--- src/common/qpud_pkg.sv ---
// shared constants for the quad pot up/down control link
package qpud_pkg;
    localparam int unsigned CLK_HZ = 25000000;
    localparam int unsigned NUM_CH = 4;
    localparam int unsigned POS_W = 8;
    localparam int unsigned NUM_TAPS = 256;
    localparam int unsigned NUM_BANKS = 4;
    localparam logic [7:0] POS_MAX = 8'hFF;
    localparam logic [7:0] POS_MIN = 8'h00;
    localparam logic [7:0] STORED_RESET = 8'h80;
    // nonvolatile write time in microseconds
    localparam int unsigned NV_WRITE_US = 10000;
    localparam int unsigned NV_WRITE_CYC = NV_WRITE_US * (CLK_HZ / 1000000);
    // power-up recall time in microseconds
    localparam int unsigned RECALL_US = 2000;
    localparam int unsigned RECALL_CYC = RECALL_US * (CLK_HZ / 1000000);
    // wiper update latency, least 5 us
    localparam int unsigned UPDATE_MIN_US = 5;
    localparam int unsigned UPDATE_CYC = UPDATE_MIN_US * (CLK_HZ / 1000000);
    // host pin timing: setup, clock-high and end phases each held 2.5 us
    localparam int unsigned PHASE_NS = 2500;
    localparam int unsigned PHASE_CYC = (PHASE_NS * (CLK_HZ / 1000000) + 999) / 1000;
    // status register bit positions
    localparam int unsigned SR_NV_TARGET = 0;
    localparam int unsigned SR_BANK_LO = 1;
    localparam int unsigned SR_BANK_HI = 2;
    // host avalon register offsets (word index) and fields
    localparam logic [1:0] REG_CMD = 2'h0;
    localparam logic [1:0] REG_STATUS = 2'h1;
    localparam int unsigned CMD_CH_LSB = 0;
    localparam int unsigned CMD_UP = 2;
    localparam int unsigned CMD_STORE = 3;
    localparam int unsigned CMD_STEPS_LSB = 8;
    localparam int unsigned CMD_GO = 31;
    localparam logic [31:0] AVS_UNMAPPED = 32'h00000000;
endpackage : qpud_pkg

--- src/common/qpud_if.sv ---
// pin-level up/down interface between host and pot device
`timescale 1ns/1ps
interface qpud_if;
    logic chip_select_n;
    logic step_clk;
    logic step_up;
    logic channel_select_lo;
    logic channel_select_hi;
    logic write_protect_n;
    logic serial_busy_ignore;
    modport device (
        input chip_select_n, step_clk, step_up, channel_select_lo, channel_select_hi, write_protect_n,
        output serial_busy_ignore
    );
    modport host (
        output chip_select_n, step_clk, step_up, channel_select_lo, channel_select_hi, write_protect_n,
        input serial_busy_ignore
    );
endinterface : qpud_if

--- src/hdl/qpud_device.sv ---
// quad potentiometer device: wiper registers, stored banks, up/down pin logic
`timescale 1ns/1ps

module qpud_device #(
    parameter int unsigned NV_CYC = qpud_pkg::NV_WRITE_CYC,
    parameter int unsigned RECALL_CYCLES = qpud_pkg::RECALL_CYC
) (
    input wire logic clk,
    input wire logic srst,
    input wire logic clk_en,
    qpud_if.device pins,
    input wire logic [2:0] status_bits,
    input wire logic [1:0] reg_channel,
    input wire logic reg_write,
    input wire logic [7:0] reg_wdata,
    output logic [7:0] reg_rdata,
    output logic [qpud_pkg::NUM_CH*qpud_pkg::NUM_TAPS-1:0] tap_enable,
    output logic [31:0] wiper_positions,
    output logic store_busy,
    output logic ready
);
    typedef enum logic [3:0] {
        QPUD_RECALL = 4'b0001,
        QPUD_IDLE = 4'b0010,
        QPUD_STORE = 4'b0100,
        QPUD_SETTLE = 4'b1000
    } qpud_state_e;

    typedef struct packed {
        qpud_state_e state;
        logic [23:0] timer;
        logic [5:0] sync_cs;
        logic [5:0] sync_clk;
        logic [3:0] sync_up;
        logic [3:0] sync_lo;
        logic [3:0] sync_hi;
        logic [3:0] sync_wp;
        logic cs_last;
        logic clk_last;
        logic pend_valid;
        logic pend_up;
        logic [1:0] pend_ch;
        logic [1:0] store_ch;
        logic [3:0][7:0] wiper;
        logic [3:0][3:0][7:0] stored;
        logic [7:0] rdata;
        logic ignore_serial;
    } qpud_dev_s;

    qpud_dev_s r;
    qpud_dev_s next_r;
    logic cs_n_s;
    logic clk_s;
    logic up_s;
    logic wp_s;
    logic [1:0] ch_s;

    // bit [1] of each pair is the second flop; only it is read
    assign cs_n_s = r.sync_cs[1];
    assign clk_s = r.sync_clk[1];
    assign up_s = r.sync_up[1];
    assign wp_s = r.sync_wp[1];
    assign ch_s = {r.sync_hi[1], r.sync_lo[1]};

    always_comb begin
        next_r = r;
        next_r.sync_cs = {4'h0, r.sync_cs[0], pins.chip_select_n};
        next_r.sync_clk = {4'h0, r.sync_clk[0], pins.step_clk};
        next_r.sync_up = {2'h0, r.sync_up[0], pins.step_up};
        next_r.sync_lo = {2'h0, r.sync_lo[0], pins.channel_select_lo};
        next_r.sync_hi = {2'h0, r.sync_hi[0], pins.channel_select_hi};
        next_r.sync_wp = {2'h0, r.sync_wp[0], pins.write_protect_n};
        next_r.cs_last = cs_n_s;
        next_r.clk_last = clk_s;
        next_r.ignore_serial = ~cs_n_s;
        next_r.rdata = status_bits[qpud_pkg::SR_NV_TARGET] ? r.stored[reg_channel][status_bits[2:1]]
                                                           : r.wiper[reg_channel];
        case (r.state)
            QPUD_RECALL: begin
                if (r.timer >= 24'(RECALL_CYCLES - 1)) begin
                    for (int c = 0; c < qpud_pkg::NUM_CH; c++) begin
                        next_r.wiper[c] = r.stored[c][0];
                    end
                    next_r.timer = 24'h000000;
                    next_r.state = QPUD_IDLE;
                end else begin
                    next_r.timer = r.timer + 24'h000001;
                end
            end
            QPUD_IDLE: begin
                if (reg_write) begin
                    if (status_bits[qpud_pkg::SR_NV_TARGET]) begin
                        next_r.stored[reg_channel][status_bits[2:1]] = reg_wdata;
                    end else begin
                        next_r.wiper[reg_channel] = reg_wdata;
                    end
                end
                // falling edge while selected queues a step; direction sampled each edge
                if (!cs_n_s && r.clk_last && !clk_s) begin
                    next_r.pend_valid = 1'b1;
                    next_r.pend_up = up_s;
                    next_r.pend_ch = ch_s;
                    next_r.timer = 24'h000000;
                    next_r.state = QPUD_SETTLE;
                end else if (cs_n_s && !r.cs_last && clk_s && wp_s) begin
                    next_r.store_ch = ch_s;
                    next_r.timer = 24'h000000;
                    next_r.state = QPUD_STORE;
                end
                // select rising with clock low or protect low just returns to standby
            end
            QPUD_SETTLE: begin
                if (r.timer >= 24'(qpud_pkg::UPDATE_CYC - 1)) begin
                    if (r.pend_up && r.wiper[r.pend_ch] != qpud_pkg::POS_MAX) begin
                        next_r.wiper[r.pend_ch] = r.wiper[r.pend_ch] + 8'h01;
                    end else if (!r.pend_up && r.wiper[r.pend_ch] != qpud_pkg::POS_MIN) begin
                        next_r.wiper[r.pend_ch] = r.wiper[r.pend_ch] - 8'h01;
                    end
                    next_r.pend_valid = 1'b0;
                    next_r.state = QPUD_IDLE;
                end else begin
                    next_r.timer = r.timer + 24'h000001;
                end
            end
            QPUD_STORE: begin
                // pin activity is dropped for the whole write
                if (r.timer >= 24'(NV_CYC - 1)) begin
                    next_r.stored[r.store_ch][0] = r.wiper[r.store_ch];
                    next_r.timer = 24'h000000;
                    next_r.state = QPUD_IDLE;
                end else begin
                    next_r.timer = r.timer + 24'h000001;
                end
            end
            default: begin
                next_r.state = QPUD_IDLE;
            end
        endcase
    end

    always_ff @(posedge clk) begin
        if (srst) begin
            r <= '0;
            r.state <= QPUD_RECALL;
            r.sync_cs <= 6'h3F;
            r.cs_last <= 1'b1;
            for (int c = 0; c < qpud_pkg::NUM_CH; c++) begin
                for (int b = 0; b < qpud_pkg::NUM_BANKS; b++) begin
                    r.stored[c][b] <= qpud_pkg::STORED_RESET;
                end
            end
        end else if (clk_en) begin
            r <= next_r;
        end
    end

    ////////////////////////////////////////////////////////////////////////
    // tap decode per channel, registered so exactly one bit is ever set
    genvar g;
    generate
        for (g = 0; g < qpud_pkg::NUM_CH; g++) begin : g_tap
            always_ff @(posedge clk) begin
                if (srst) begin
                    tap_enable[g*qpud_pkg::NUM_TAPS +: qpud_pkg::NUM_TAPS] <= 256'h1;
                end else if (clk_en) begin
                    // bit 0 sits at the low terminal
                    tap_enable[g*qpud_pkg::NUM_TAPS +: qpud_pkg::NUM_TAPS] <= 256'h1 << next_r.wiper[g];
                end
            end
        end
    endgenerate

    always_ff @(posedge clk) begin
        if (srst) begin
            wiper_positions <= 32'h00000000;
            store_busy <= 1'b0;
            ready <= 1'b0;
            reg_rdata <= 8'h00;
        end else if (clk_en) begin
            wiper_positions <= next_r.wiper;
            store_busy <= (next_r.state == QPUD_STORE);
            ready <= (next_r.state != QPUD_RECALL);
            reg_rdata <= next_r.rdata;
        end
    end

    assign pins.serial_busy_ignore = r.ignore_serial;
endmodule : qpud_device

--- src/flat_wrapper.sv ---
// flat-port wrapper written by rule: the top's interface ports become plain ports
module qpud_device_flat 
#(
    parameter int unsigned NV_CYC = qpud_pkg::NV_WRITE_CYC,
    parameter int unsigned RECALL_CYCLES = qpud_pkg::RECALL_CYC
)
  (clk, srst, clk_en, status_bits, reg_channel, reg_write, reg_wdata, reg_rdata, tap_enable, wiper_positions, store_busy, ready, pins_chip_select_n, pins_step_clk, pins_step_up, pins_channel_select_lo, pins_channel_select_hi, pins_write_protect_n, pins_serial_busy_ignore);
  qpud_if pins_i ();
  input wire logic clk;
  input wire logic srst;
  input wire logic clk_en;
  input wire logic [2:0] status_bits;
  input wire logic [1:0] reg_channel;
  input wire logic reg_write;
  input wire logic [7:0] reg_wdata;
  output logic [7:0] reg_rdata;
  output logic [qpud_pkg::NUM_CH*qpud_pkg::NUM_TAPS-1:0] tap_enable;
  output logic [31:0] wiper_positions;
  output logic store_busy;
  output logic ready;
  input wire logic [$bits(pins_i.chip_select_n)-1:0] pins_chip_select_n;
  input wire logic [$bits(pins_i.step_clk)-1:0] pins_step_clk;
  input wire logic [$bits(pins_i.step_up)-1:0] pins_step_up;
  input wire logic [$bits(pins_i.channel_select_lo)-1:0] pins_channel_select_lo;
  input wire logic [$bits(pins_i.channel_select_hi)-1:0] pins_channel_select_hi;
  input wire logic [$bits(pins_i.write_protect_n)-1:0] pins_write_protect_n;
  output wire logic [$bits(pins_i.serial_busy_ignore)-1:0] pins_serial_busy_ignore;
  assign pins_i.chip_select_n = pins_chip_select_n;
  assign pins_i.step_clk = pins_step_clk;
  assign pins_i.step_up = pins_step_up;
  assign pins_i.channel_select_lo = pins_channel_select_lo;
  assign pins_i.channel_select_hi = pins_channel_select_hi;
  assign pins_i.write_protect_n = pins_write_protect_n;
  assign pins_serial_busy_ignore = pins_i.serial_busy_ignore;
  qpud_device #(.NV_CYC(NV_CYC), .RECALL_CYCLES(RECALL_CYCLES)) u_core (.clk(clk), .srst(srst), .clk_en(clk_en), .pins(pins_i), .status_bits(status_bits), .reg_channel(reg_channel), .reg_write(reg_write), .reg_wdata(reg_wdata), .reg_rdata(reg_rdata), .tap_enable(tap_enable), .wiper_positions(wiper_positions), .store_busy(store_busy), .ready(ready));
endmodule
--- config.mk ---
export PLATFORM = sky130hd
export DESIGN_NAME = qpud_device_flat
export DESIGN_NICKNAME = d
export VERILOG_FILES = /design/src/common/qpud_pkg.sv /design/src/common/qpud_if.sv /design/src/hdl/qpud_device.sv /design/src/flat_wrapper.sv
export SDC_FILE = /design/constraint.sdc
export NUM_CORES = 2
export LEC_CHECK = 0
export BUFFER_PORTS_ARGS = -buffer_cell sky130_fd_sc_hd__clkbuf_2
export CORE_AREA = 5 5 417 419
export DETAILED_ROUTE_END_ITERATION = 7
export DIE_AREA = 0 0 422 424
export PLACE_DENSITY = 0.5
export SLEW_MARGIN = 20
export SYNTH_ARGS = -nofsm -noshare
export SYNTH_HDL_FRONTEND = slang
export SYNTH_SLANG_ARGS = --single-unit
export TNS_END_PERCENT = 1
--- constraint.sdc ---
create_clock -name clk -period 4.49 [get_ports clk]
set_input_delay 1.347 -clock clk [delete_from_list [all_inputs] [get_ports clk]]
set_output_delay 1.347 -clock clk [all_outputs]
set_load 0.1 [all_outputs]
==> results_dict.tcl <==
set metrics [dict create \
    fp.dieW_um 422 \
    synthArstFlopShare_pct 0 \
    wire_per_inst_um 24.85 \
    synthDominantCellAreaShare_pct 55.62 \
    place_congestion 0.9282 \
    clk_root_buffer_cell "clkbuf_16" \
    pre_cts_slack_ps -103.6 \
    fp.dieH_um 424 \
    antenna_left 0 \
    relSlewSlack_pct 30.74 \
    core_mm2 0.1702 \
    crit_path_end_kind "flop" \
    drv_cap 0 \
    globalRouteOverflowTotal 0 \
    leakage_nw 24.18 \
    initial_core_util_pct 26.26 \
    finalSetupViolations 0 \
    clock_latency_ps 770 \
    dr.pass1.iters 5 \
    synth.most_common_cell "dfxtp_1" \
    cts_num_sinks 1242 \
    fmax_mhz 231.7 \
    multiInputGateArea_mm2 0.01824 \
    grt_max_degree 151 \
    cp_cell_sequence "buf_4, mux4_2, or4_4, a211oi_1, nor2_1, a221o_1, o21ai_0, buf_4, nand2_1, nor2_1, buf_12, a22o_1" \
    io_buffers 1089 \
    ys_top_cells_by_count "dfxtp_1, nand2_1, o21ai_0" \
    path_class "reg -> reg" \
    ys_ff_latch 1242 \
    fin_ws_ps 174.9 \
    fillers 17468 \
    grtUsageTotal_pct 21.56 \
    finalNonFillerCells 8171 \
    dpl.hpwl_mm 150.6 \
    cts_tree "yes" \
    peakVddDrop_v 0.0003213 \
    cp_slowest_cell "mux4_2" \
    clk_pin_slew_worst_paths_ps 60 \
    ios 1090 \
    hold_path_class "reg -> reg" \
    grt_pass1_wl_mm 288.2 \
    nets 5842 \
    synth_edf_count 0 \
    ys_seq_area_share_pct 55.62 \
    antenna_found_initial 16 \
    layout-drive-gt1-share_pct 29.87 \
    first_global_vias 38428 \
    cp.arrival_ps 5020 \
    vias_per_cell 5.007 \
    htree_levels 4 \
    skew_ps 30.47 \
    netlist_instances 4660 \
    rows 152 \
    fin_crit_sh_pct 96.11 \
    start_kind "flop" \
    cts_buffers 140 \
    vias 40909 \
    netlist_area_mm2 0.04470 \
    maxSlewViolCount 0 \
    synthFlopType "dfxtp_1" \
    final-seq-area_mm2 0.02487 \
    synth_cell_types 90 \
    critPathRequiredTime_ps 5200 \
    synth_nets 4687 \
    status "complete, no violations" \
    ys_warn_count 0 \
    hold_viol 0 \
    drt_wl_total_mm 203.1 \
    dp_cells 7905 \
    syn_to_final_growth_pct 33.38 \
    final.min_clock_period_ps 4315 \
    synth_area_leaders "dfxtp_1, o21ai_0, a22o_1, nand2_1, mux4_2" \
    crit_path_max_incr_delay_ps 650 \
    critPathMaxFanout 14 \
    power_density_mw_per_mm2 417.3 \
    remaining_drc_errors 0 \
    clockBufferDepth 3 \
    drtIter0Drc 3702 \
    synth_largest_area_cell "dfxtp_1" \
    tightest_slew_ps 1031 \
    die-area_mm2 0.1789 \
    avgSynthCellArea_um2 9.592 \
    hold_buffers 0 \
]
## worst paths after layout
| path | startpoint | end | slack (ps) | cells past startpoint |
|---|---|---|---|---|
| worst max-delay path | u_core.r[171] | u_core.tap_enable[118] | 170 | 12 |
| worst min-delay path | u_core.tap_enable[766] | u_core.tap_enable[766] | 450 | 2 |
| worst max register to register | u_core.r[171] | u_core.tap_enable[118] | 170 | 12 |
| worst min register to register | u_core.tap_enable[766] | u_core.tap_enable[766] | 450 | 2 |
## kinds of logic after synthesis
logic type	after synthesis	synth area share, %
xor+xnor	24	0.4703
mux	152	4.997
fa+ha+maj	4	0.1120
buf+inv	418	3.910
flops	1242	55.62
compound gates	1409	21.07
simple gates	1411	13.82
## state kept, by name, summed over array words and instances (netlist names)
register / cells
u_core.pins.serial_busy_ignore: 1
u_core.ch_s: 2
u_core.store_busy: 1
u_core.clk_s: 1
u_core.cs_n_s: 1
u_core.reg_rdata: 8
u_core.next_r: 6
u_core.r: 165
u_core.ready: 1
u_core.wiper_positions: 32
u_core.tap_enable: 1024
## metal layers
layer	global-route usage, %	vias up	wire [µm]
met2	36.10	1576	96920
met4	9.480	4	9554
li1	-	18901	-
met5	0	-	27
met3	5.223	389	13700
met1	26.39	20039	82870
## timing repair
item | CTS | global route
buffers inserted | 0 | 1
pin swaps | 0 | 1
resized for setup | 1 | 17
endpoints found under the setup margin | 7 | 482
## placed cells by master, fill, tap and decap left out, drive strengths merged, types with 44 or more instances in the layout
| cell | instances |
|---|---|
| a211oi | 61 |
| a21oi | 58 |
| a22o | 360 |
| a22oi | 76 |
| buf | 331 |
| clkbuf | 1297 |
| dfxtp | 1242 |
| mux2i | 87 |
| mux4 | 56 |
| nand2 | 809 |
| nand3 | 51 |
| nor2 | 276 |
| nor3 | 44 |
| o21ai | 685 |
## worst max-delay path, delay by kind of cell, from the launching register on
family	cells	cell delay [ps]
AO/OA/AOI/OAI	4	1120
buffers and inverters	3	650
flip-flops	1	390
multiplexers	1	650
AND/OR/NAND/NOR	4	1430
## through the flow
step	area [µm²]	total power, mW	TNS (ps)	hold slack, ps	utilization, %
2_1_floorplan	44700	12.43	0	428.8	-
3_3_place_gp	54710	13.20	-482.1	433.0	32.14
3_5_place_dp	54710	13.20	-727.4	441.3	32.14
4_1_cts	59510	25.16	0	449.1	34.96
5_1_grt	59600	25.73	-3.168	460.8	35.02
6_report	59620	24.88	0	448.1	35.03
## final cells by class
class                   instances  share of cell area, %
well taps                    2233                  4.686
clock buffers                 210                  6.995
flip-flops and latches       1242                  41.71
multi-input cells            3000                  30.58
clock inverters                42                  1.053
diodes                         13                0.05456
repair buffers               1418                  14.84
inverters                      13                0.08185
## report_power, final
part	internal, mW	switching (mW)
clock	7.05	4.86
combinational	0.481	1.36
sequential	11.1	0.0480
total	18.6	6.27
No activity file was read; power rests on OpenSTA's default activity.
